[config.mk]
export PLATFORM = sky130hd
export DESIGN_NAME = lft_frame_timing
export DESIGN_NICKNAME = d
export VERILOG_FILES = /design/src/rtl/lft_pkg.sv /design/src/rtl/lft_ram_if.sv /design/src/rtl/lft_ram.sv /design/src/rtl/lft_frame_timing.sv
export SDC_FILE = /design/constraint.sdc
export NUM_CORES = 1
export LEC_CHECK = 0
export ABC_AREA = 1
export BUFFER_PORTS_ARGS = -buffer_cell sky130_fd_sc_hd__buf_4
export CORE_AREA = 8 8 286 288
export CTS_CLUSTER_SIZE = 16
export DETAILED_ROUTE_END_ITERATION = 10
export DIE_AREA = 0 0 294 296
export PLACE_DENSITY = 0.61
export SLEW_MARGIN = 20
export SYNTH_ARGS = -nofsm -noshare
export SYNTH_HDL_FRONTEND = slang
export SYNTH_SLANG_ARGS = --single-unit
[constraint.sdc]
create_clock -name CLK_IN -period 2.4 [get_ports CLK_IN]
set_input_delay 0.24 -clock CLK_IN [delete_from_list [all_inputs] [get_ports CLK_IN]]
set_output_delay 0.24 -clock CLK_IN [all_outputs]
set_load 0.01 [all_outputs]
[src/rtl/lft_pkg.sv]
package lft_pkg;
   // ========================================
   // Field widths and reset values
   // ========================================
   localparam int FRM_W = 4;
   localparam int DUTY_W = 3;
   localparam int DSP_W = 2;
   localparam int CONTRAST_W = 5;
   localparam int NLINE_W = 3;
   localparam int RAM_BYTES = 96;
   localparam int RAM_AW = 7;
   localparam int COM_N = 8;
   localparam int SHARED_N = 4;
   localparam int SEG_N = 48;
   localparam logic [3:0] PHASE_DIV = 4'hF;   // 16 drive ticks per step
   localparam logic [FRM_W-1:0] FRM_RST = 4'h0;
   localparam logic [DUTY_W-1:0] DUTY_RST = 3'h0;
   localparam logic [DUTY_W-1:0] DUTY_SHARED_COM = 3'h4;
   localparam logic [DSP_W-1:0] DSP_OFF = 2'h0;
   localparam logic [DSP_W-1:0] DSP_NORMAL = 2'h1;
   localparam logic [DSP_W-1:0] DSP_ALL_ON = 2'h2;
   localparam logic [DSP_W-1:0] DSP_ALL_OFF = 2'h3;
   // Drive-clock frequency in Hz and core clock in Hz; enable every N.
   localparam int DRIVE_HZ = 32768;
   localparam int CORE_HZ = 10000000;
   localparam int DRIVE_DIV = CORE_HZ / DRIVE_HZ;
endpackage

[src/rtl/lft_ram_if.sv]
`timescale 1ns/1ps
interface lft_ram_if;
   logic                         wr_en;
   logic [lft_pkg::RAM_AW-1:0]   wr_addr;
   logic [7:0]                   wr_data;
   logic [lft_pkg::RAM_AW-1:0]   rd_addr;
   logic [7:0]                   rd_data;
   modport ctrl (output wr_en, output wr_addr, output wr_data,
                 output rd_addr, input rd_data);
   modport mem (input wr_en, input wr_addr, input wr_data,
                input rd_addr, output rd_data);
endinterface

[src/rtl/lft_ram.sv]
`timescale 1ns/1ps
module lft_ram #(
   parameter int DEPTH = lft_pkg::RAM_BYTES
) (
   input  wire logic CLK_IN,
   lft_ram_if.mem    bus
);
   logic [7:0] mem [DEPTH];
   logic [7:0] rd_q;

   // ========================================
   // Display data storage, registered read
   // ========================================
   always_ff @(posedge CLK_IN) begin
      if (bus.wr_en && (int'(bus.wr_addr) < DEPTH)) begin
         mem[bus.wr_addr] <= bus.wr_data;
      end
      rd_q <= (int'(bus.rd_addr) < DEPTH) ? mem[bus.rd_addr] : 8'h00;
   end
   assign bus.rd_data = rd_q;
endmodule

[src/rtl/lft_frame_timing.sv]
`timescale 1ns/1ps
module lft_frame_timing #(
   parameter int FRM_W  = lft_pkg::FRM_W,
   parameter int DUTY_W = lft_pkg::DUTY_W,
   parameter int SEG_N  = lft_pkg::SEG_N,
   parameter int COM_N  = lft_pkg::COM_N
) (
   input  wire logic                          CLK_IN,
   input  wire logic                          RST_IN,
   input  wire logic                          ENABLE_IN,
   input  wire logic                          CPU_HALT_IN,
   input  wire logic                          DEBUG_RUN_ENABLE_IN,
   input  wire logic                          PIN_DISCHARGE_ENABLE_IN,
   input  wire logic [FRM_W-1:0]              FRAME_COUNT_SELECT_IN,
   input  wire logic [DUTY_W-1:0]             DRIVE_DUTY_SELECT_IN,
   input  wire logic [lft_pkg::DSP_W-1:0]     DISPLAY_STATE_SELECT_IN,
   input  wire logic                          INVERT_IN,
   input  wire logic                          SEG_REVERSE_IN,
   input  wire logic                          COM_REVERSE_IN,
   input  wire logic                          PARTIAL_IN,
   input  wire logic [lft_pkg::NLINE_W-1:0]   NLINE_IN,
   input  wire logic [lft_pkg::CONTRAST_W-1:0] CONTRAST_IN,
   input  wire logic                          RAM_WR_IN,
   input  wire logic [lft_pkg::RAM_AW-1:0]    RAM_ADDR_IN,
   input  wire logic [7:0]                    RAM_DATA_IN,
   output logic [COM_N-1:0]                   COM_OUT,
   output logic [COM_N-1:0]                   COM_OE_OUT,
   output logic [SEG_N-1:0]                   SEG_OUT,
   output logic [SEG_N-1:0]                   SEG_OE_OUT,
   output logic                               FRAME_MONITOR_OUT,
   output logic                               FRAME_IRQ_OUT,
   output logic [lft_pkg::CONTRAST_W-1:0]     CONTRAST_OUT,
   output logic                               DRIVE_ACTIVE_OUT
);
   localparam int DIV_W = $clog2(lft_pkg::DRIVE_DIV + 1);

   lft_ram_if ram_bus ();

   // ========================================
   // Drive clock enable and debug gating
   // ========================================
   logic [DIV_W-1:0] div_cnt;
   logic [DIV_W-1:0] next_div_cnt;
   logic             tick;
   logic             clk_gated;

   // Halting only masks the enable, so every setting input is untouched.
   assign clk_gated = ENABLE_IN &&
                      !(CPU_HALT_IN && !DEBUG_RUN_ENABLE_IN);

   always_comb begin
      next_div_cnt = div_cnt;
      tick = 1'b0;
      if (clk_gated) begin
         if (div_cnt == DIV_W'(lft_pkg::DRIVE_DIV - 1)) begin
            next_div_cnt = '0;
            tick = 1'b1;
         end else begin
            next_div_cnt = div_cnt + DIV_W'(1);
         end
      end
   end

   always_ff @(posedge CLK_IN) begin
      if (RST_IN) begin
         div_cnt <= '0;
      end else begin
         div_cnt <= next_div_cnt;
      end
   end

   // ========================================
   // Frame sequencer
   // ========================================
   logic [3:0]        sub_cnt;
   logic [FRM_W-1:0]  frm_cnt;
   logic [DUTY_W-1:0] com_idx;
   logic [FRM_W-1:0]  frm_lat;
   logic [DUTY_W-1:0] duty_lat;
   logic              frame_sig;
   logic              irq;
   logic [3:0]        next_sub_cnt;
   logic [FRM_W-1:0]  next_frm_cnt;
   logic [DUTY_W-1:0] next_com_idx;
   logic [FRM_W-1:0]  next_frm_lat;
   logic [DUTY_W-1:0] next_duty_lat;
   logic              next_frame_sig;
   logic              next_irq;
   logic              frame_end;

   always_comb begin
      next_sub_cnt = sub_cnt;
      next_frm_cnt = frm_cnt;
      next_com_idx = com_idx;
      next_frm_lat = frm_lat;
      next_duty_lat = duty_lat;
      next_frame_sig = frame_sig;
      next_irq = 1'b0;
      frame_end = 1'b0;
      if (tick) begin
         next_sub_cnt = sub_cnt + 4'h1;
         if (sub_cnt == lft_pkg::PHASE_DIV) begin
            next_sub_cnt = 4'h0;
            next_frm_cnt = frm_cnt + FRM_W'(1);
            if (frm_cnt == frm_lat) begin
               next_frm_cnt = '0;
               next_com_idx = com_idx + DUTY_W'(1);
               if (com_idx == duty_lat) begin
                  next_com_idx = '0;
                  frame_end = 1'b1;
               end
            end
         end
      end
      if (frame_end) begin
         // New frame count and duty settings only take hold here, never mid-frame.
         next_frm_lat = FRAME_COUNT_SELECT_IN;
         next_duty_lat = DRIVE_DUTY_SELECT_IN;
         next_frame_sig = !frame_sig;
         next_irq = 1'b1;
      end
   end

   always_ff @(posedge CLK_IN) begin
      if (RST_IN) begin
         sub_cnt <= 4'h0;
         frm_cnt <= '0;
         com_idx <= '0;
         frm_lat <= lft_pkg::FRM_RST;
         duty_lat <= lft_pkg::DUTY_RST;
         frame_sig <= 1'b0;
         irq <= 1'b0;
      end else begin
         sub_cnt <= next_sub_cnt;
         frm_cnt <= next_frm_cnt;
         com_idx <= next_com_idx;
         frm_lat <= next_frm_lat;
         duty_lat <= next_duty_lat;
         frame_sig <= next_frame_sig;
         irq <= next_irq;
      end
   end

   assign FRAME_MONITOR_OUT = frame_sig;
   assign FRAME_IRQ_OUT = irq;

   // ========================================
   // Display memory
   // ========================================
   logic [lft_pkg::RAM_AW-1:0] rd_addr;

   assign ram_bus.wr_en = RAM_WR_IN;
   assign ram_bus.wr_addr = RAM_ADDR_IN;
   assign ram_bus.wr_data = RAM_DATA_IN;
   // One byte per segment, bit per common; byte index is the segment number.
   assign ram_bus.rd_addr = rd_addr;

   lft_ram u_ram (
      .CLK_IN (CLK_IN),
      .bus    (ram_bus)
   );

   // ========================================
   // Segment scan: one column read per enabled clock
   // ========================================
   logic [5:0]       scan_seg;
   logic [5:0]       next_scan_seg;
   logic [5:0]       lat_seg;
   logic [SEG_N-1:0] seg_pat;
   logic [SEG_N-1:0] next_seg_pat;
   logic [DUTY_W-1:0] com_phys;

   assign com_phys = COM_REVERSE_IN ? DUTY_W'(duty_lat - com_idx)
                                    : com_idx;
   assign rd_addr = lft_pkg::RAM_AW'(scan_seg);

   always_comb begin
      next_scan_seg = scan_seg;
      next_seg_pat = seg_pat;
      if (clk_gated) begin
         next_scan_seg = (scan_seg == 6'(SEG_N - 1)) ? 6'h00
                                                    : scan_seg + 6'h01;
         next_seg_pat[lat_seg] = ram_bus.rd_data[com_phys];
      end
   end

   always_ff @(posedge CLK_IN) begin
      if (RST_IN) begin
         scan_seg <= 6'h00;
         lat_seg <= 6'h00;
         seg_pat <= '0;
      end else begin
         scan_seg <= next_scan_seg;
         lat_seg <= scan_seg;
         seg_pat <= next_seg_pat;
      end
   end

   // ========================================
   // Waveform and pin drive
   // ========================================
   logic [COM_N-1:0] com_next_out;
   logic [COM_N-1:0] com_next_oe;
   logic [SEG_N-1:0] seg_next_out;
   logic [SEG_N-1:0] seg_next_oe;
   logic             ac_phase;
   logic             shared_com;
   logic             running;
   logic [SEG_N-1:0] pat_eff;
   logic [SEG_N-1:0] pat_rev;
   logic [COM_N-1:0] com_q;
   logic [COM_N-1:0] com_oe_q;
   logic [SEG_N-1:0] seg_q;
   logic [SEG_N-1:0] seg_oe_q;

   assign running = clk_gated && DISPLAY_STATE_SELECT_IN != lft_pkg::DSP_OFF;
   assign shared_com = duty_lat >= lft_pkg::DUTY_SHARED_COM;
   assign ac_phase = frame_sig ^ (NLINE_IN != '0 &&
                     com_idx[0] && NLINE_IN[0]);

   genvar gi;
   generate
      for (gi = 0; gi < SEG_N; gi++) begin : g_rev
         assign pat_rev[gi] = seg_pat[SEG_N - 1 - gi];
      end
   endgenerate

   always_comb begin
      pat_eff = SEG_REVERSE_IN ? pat_rev : seg_pat;
      case (DISPLAY_STATE_SELECT_IN)
         lft_pkg::DSP_ALL_ON: pat_eff = '1;
         lft_pkg::DSP_ALL_OFF: pat_eff = '0;
         default: pat_eff = INVERT_IN ? pat_eff : ~pat_eff;
      endcase
      com_next_out = '0;
      com_next_oe = '0;
      seg_next_out = '0;
      seg_next_oe = '0;
      if (running) begin
         for (int i = 0; i < COM_N; i++) begin
            if (i <= int'(duty_lat) && !(PARTIAL_IN && i >= COM_N / 2)) begin
               com_next_oe[i] = 1'b1;
               com_next_out[i] = (DISPLAY_STATE_SELECT_IN ==
                                  lft_pkg::DSP_ALL_OFF)
                                 ? ac_phase
                                 : ((i == int'(com_idx)) ^ ac_phase);
            end
         end
         seg_next_oe = '1;
         seg_next_out = pat_eff ^ {SEG_N{ac_phase}};
         if (shared_com) begin
            seg_next_oe[lft_pkg::SHARED_N-1:0] = '0;
         end else begin
            com_next_oe[COM_N-1:lft_pkg::SHARED_N] = '0;
         end
      end else if (PIN_DISCHARGE_ENABLE_IN) begin
         com_next_oe = '1;
         seg_next_oe = '1;
      end
   end

   always_ff @(posedge CLK_IN) begin
      if (RST_IN) begin
         com_q <= '0;
         com_oe_q <= '0;
         seg_q <= '0;
         seg_oe_q <= '0;
      end else begin
         com_q <= com_next_out;
         com_oe_q <= com_next_oe;
         seg_q <= seg_next_out;
         seg_oe_q <= seg_next_oe;
      end
   end

   assign COM_OUT = com_q;
   assign COM_OE_OUT = com_oe_q;
   assign SEG_OUT = seg_q;
   assign SEG_OE_OUT = seg_oe_q;
   assign CONTRAST_OUT = CONTRAST_IN;
   assign DRIVE_ACTIVE_OUT = clk_gated;

   // ========================================
   // Checks
   // ========================================
   halt_stops_a: assert property (@(posedge CLK_IN) disable iff (RST_IN)
      (ENABLE_IN && CPU_HALT_IN && !DEBUG_RUN_ENABLE_IN) |-> !tick)
      else $error("Drive tick while halted.");
   run_keeps_a: assert property (@(posedge CLK_IN) disable iff (RST_IN)
      (ENABLE_IN && DEBUG_RUN_ENABLE_IN) |-> clk_gated)
      else $error("Clock withheld with debug run on.");
   dark_stop_a: assert property (@(posedge CLK_IN) disable iff (RST_IN)
      !clk_gated |=> (COM_OUT == '0 && SEG_OUT == '0 &&
      (COM_OE_OUT == '0 || $past(PIN_DISCHARGE_ENABLE_IN))))
      else $error("Pins driven while clock stopped.");
   discharge_low_a: assert property (@(posedge CLK_IN) disable iff (RST_IN)
      (!running && PIN_DISCHARGE_ENABLE_IN) |=>
      (SEG_OE_OUT == '1 && SEG_OUT == '0))
      else $error("Discharge did not drive low.");
   irq_frame_a: assert property (@(posedge CLK_IN) disable iff (RST_IN)
      $changed(frame_sig) |-> irq)
      else $error("Frame without interrupt.");
   mon_mirror_a: assert property (@(posedge CLK_IN) disable iff (RST_IN)
      irq |-> FRAME_MONITOR_OUT != $past(FRAME_MONITOR_OUT))
      else $error("Monitor did not toggle at frame.");
   latch_hold_a: assert property (@(posedge CLK_IN) disable iff (RST_IN)
      !frame_end |=> $stable(duty_lat) && $stable(frm_lat))
      else $error("Setting changed mid-frame.");
   step_len_a: assert property (@(posedge CLK_IN) disable iff (RST_IN)
      (tick && sub_cnt == 4'hF) |=> sub_cnt == 4'h0)
      else $error("Step not sixteen ticks.");
   shared_pin_a: assert property (@(posedge CLK_IN) disable iff (RST_IN)
      (running && !shared_com) |=> COM_OE_OUT[7:4] == 4'h0)
      else $error("Shared pins driven as commons.");
endmodule

==> metrics <==
clk sinks=674; Power, Total=26100 uW; fin util=0.460; Yosys reg bits=674; design area=0.0354 mm^2; R2R cell count=14; hold path endpoint=SEG_OE_OUT[3]$_SDFF_PP0_; IO Count=around 160; crit path kind=flip-flop to flip-flop; multi-input combinational cell area=0.00947 mm^2; Max-Slew Margin vs Limit=0.448; Reg-to-Reg Start=duty_lat[0]$_SDFFE_PP0P_; Clock Path Buffers=3; net switching power=between 6000 and 7000 uW; initial drt markers=1932; Max rail drop VDD=0.000423 V; area of placed instances=0.0328 mm^2; worst clock skew=19.8 ps; Comb power frac=0.078; Yosys warnings=0; initial antenna violation count=1; GRT Total Usage=0.170; Rows=102; Crit. End Element=flip-flop; vias in the first global route=roughly 21000; Skew-Pair Late Insertion Delay=between 600 and 700 ps; Int Pwr=20000 uW; min-delay src=DISPLAY_STATE_SELECT_IN[0]; Net Sw Frac=0.235; DP Worst Slack=about 65 ps; Core ar.=0.0770 mm^2; area leader, netlist=edfxtp_1; Pre-Repair DR Iteration Count=6; htree depth=3; Simple-Gate Fraction of Synth Area=0.232; ys flop type=edfxtp_1; HPWL after detailed placement=between 40 and 50 mm; power density over cell area=736 mW/mm^2; Mapped Area=0.0305 mm^2; CTS tree=done; Flop pwr share=0.486; Clock Power Share=0.436; fillers=roughly 7200; Compound-Gate Fraction of Synth Area=0.0536; CP Launch Type=flip-flop; Overflow after GRT=0; min Tclk post-route=2240 ps; Vias per Instance=4.87; final worst slack=approximately 160 ps; register area=0.0186 mm^2; Async S/R FF share, synth=0; path category of the worst min-delay check=primary input to flip-flop; status=completed; Synth Area in Adders=0.00599; most frequent cells in the layout=727 x nand2_1, 559 x nor2_1, 512 x edfxtp_1; Final Instance Count excl. Fillers=approximately 4500; P_leak=around 0.014 uW; Period Utilization, post-route=0.933; TritonCTS Buffers=74; Layout area overhead=16.2%; CP arrival=~2800 ps; PortBufs=150; synth top area cells=edfxtp_1 50%, dfxtp_1 11%, nand2_1 9.0%, nor2_1 6.9%, nand3_1 5.6%; syn_nets=~3300; max-cap violation count=0; slack of the worst reg-to-reg path=about 160 ps; Reg clk slew, reported paths=around 60 ps; share of post-route cells with drive strength above 1=0.126; Netlist cell types=42; largest family of logic cells by synthesized area=simple AND/OR/NAND/NOR gates; average size of a mapped cell=9.33 um^2; hold path cells=3; Post-Synthesis Cells=between 3000 and 4000; leading cell type in the layout, fill and taps excluded=nand2_1; Post-CTS Repair Setup Buffers=0; DR DRC count=0; post-synthesis mux area share=0; first-pass GRT wire length=118 mm; fin. max-slew vios=0; XOR/XNOR Fraction of Synth Area=0.0181; Die X=just under 300 um; Wirelength per Cell=16.8 um; Post-synth EDFFs=512; Final nets=about 3500; Worst Tran Pin Value=roughly 830 ps; pin count of the biggest net entering global routing=68; Fin. Hold Viols=0; Root Driver=clkbuf_16; Die ar.=0.0870 mm^2; Seq/Total Area, Yosys=0.611; CP required=2920 ps; Inst Count DP=4355; GP Congestion=roughly 0.83; top achievable clock speed=447 MHz; die span in y=296 um; Initial Utilization=0.396; antenna viol nets, final=0; Yosys top cell area share=0.504; Crit Path Max Fanout=12; worst reg2reg endpoint=seg_pat[3]$_SDFFE_PP0P_; endpoints failing setup=0; routed via count=approximately 22000; Detailed Route WL=75.6 mm
-- kinds of logic after synthesis --
group	count (synthesis)
XOR/XNOR	63
AND/OR/NAND/NOR	1700
buffers and inverters	520
AO/OA/AOI/OAI	297
flip-flops	674
adder cells (fa/ha/maj)	14
-- what timing repair did --
action                                  in CTS  in global routing
gates resized for setup                      0                  4
endpoints found under the setup margin       0                 48
endpoints found under the hold margin       22                  0
hold buffers                                11                  0
-- synth_stat cells (2+ instances only) --
cell type and number:
a211oi_1 2, o21ai_0 183, nor3_2 2, nor3_1 20, o211ai_1 51, buf_1 19, buf_2 71, nand4_1 9
buf_4 60, ha_1 13, nor2_1 559, nor2_4 2, dfxtp_1 162, inv_2 5, inv_1 284, nor2_2 2
nand2_2 5, buf_8 3, clkbuf_1 56, clkinv_1 4, xnor2_1 7, nand3_1 344, xor2_1 56, buf_6 17
a21oi_1 47, edfxtp_1 512, or2_2 3, nand3_2 22, o21ai_1 8, nand2_1 728
-- sequential cells by signal (all words and copies together), names as in the netlist --
signal	flops
u_ram.bus.rd_data	8
FRAME_IRQ_OUT	1
frm_lat	4
sub_cnt	4
com_idx	3
FRAME_MONITOR_OUT	1
SEG_OUT	48
COM_OUT	8
div_cnt	9
lat_seg	6
seg_pat	48
SEG_OE_OUT	1
scan_seg	6
frm_cnt	4
duty_lat	3
u_ram.mem	512
COM_OE_OUT	8
-- power groups by stage --
stage          combinational, uW  clock (uW)  sequential, uW
2_1_floorplan               1270           0           12900
3_3_place_gp                1970           0           12900
3_5_place_dp                1980           0           12900
4_1_cts                     2010       11600           12700
5_1_grt                     2260       12100           12700
6_report                    2020       11400           12700
-- critical path, cell delays in order (launching register included) --
cell	delay, ps
dfxtp_1	350
inv_2	80
ha_1	130
inv_1	50
fa_1	480
nand2_1	70
o21ai_2	130
inv_1	100
o211ai_1	100
nand2_1	120
nand2_4	150
buf_8	200
nand3_1	80
nand2_1	60
inv_1	40
-- worst max-delay path by stage --
stage                                         from                        to  cells past startpoint
after floorplan            com_idx[0]$_SDFFE_PP0P_  seg_pat[41]$_SDFFE_PP0P_                     14
after global placement    duty_lat[0]$_SDFFE_PP0P_  seg_pat[26]$_SDFFE_PP0P_                     14
after detailed placement  duty_lat[0]$_SDFFE_PP0P_  seg_pat[11]$_SDFFE_PP0P_                     14
after CTS                 duty_lat[0]$_SDFFE_PP0P_  seg_pat[10]$_SDFFE_PP0P_                     14
after global routing       com_idx[1]$_SDFFE_PP0P_  seg_pat[18]$_SDFFE_PP0P_                     12
final                     duty_lat[0]$_SDFFE_PP0P_   seg_pat[3]$_SDFFE_PP0P_                     14
-- layer usage --
metal  GRT usage  vias up  part of all wire
met2       0.276      645              0.46
met4      0.0550        0             0.026
met3      0.0365      129             0.070
met5           0        -                 0
li1            -    11000                 -
met1       0.227    10200              0.45
-- layout make-up --
type                    count  share of cell area
flip-flops and latches    674               0.526
clock inverters            40              0.0124
clock buffers              93              0.0566
repair buffers            288              0.0702
multi-input cells        2074               0.267
diodes                      1           0.0000706
well taps                1040              0.0367
inverters                 294              0.0314
-- per-stage QoR --
| step | hold slack (ps) | TNS [ps] |
|---|---|---|
| 2_1_floorplan | 339 | 0 |
| 3_5_place_dp | 452 | 0 |
| 4_1_cts | 25.5 | 0 |
| 5_1_grt | 37.5 | -595 |
| 6_report | 57.4 | 0 |
| 3_3_place_gp | 438 | 0 |
No activity file was read; power rests on OpenSTA's default activity.
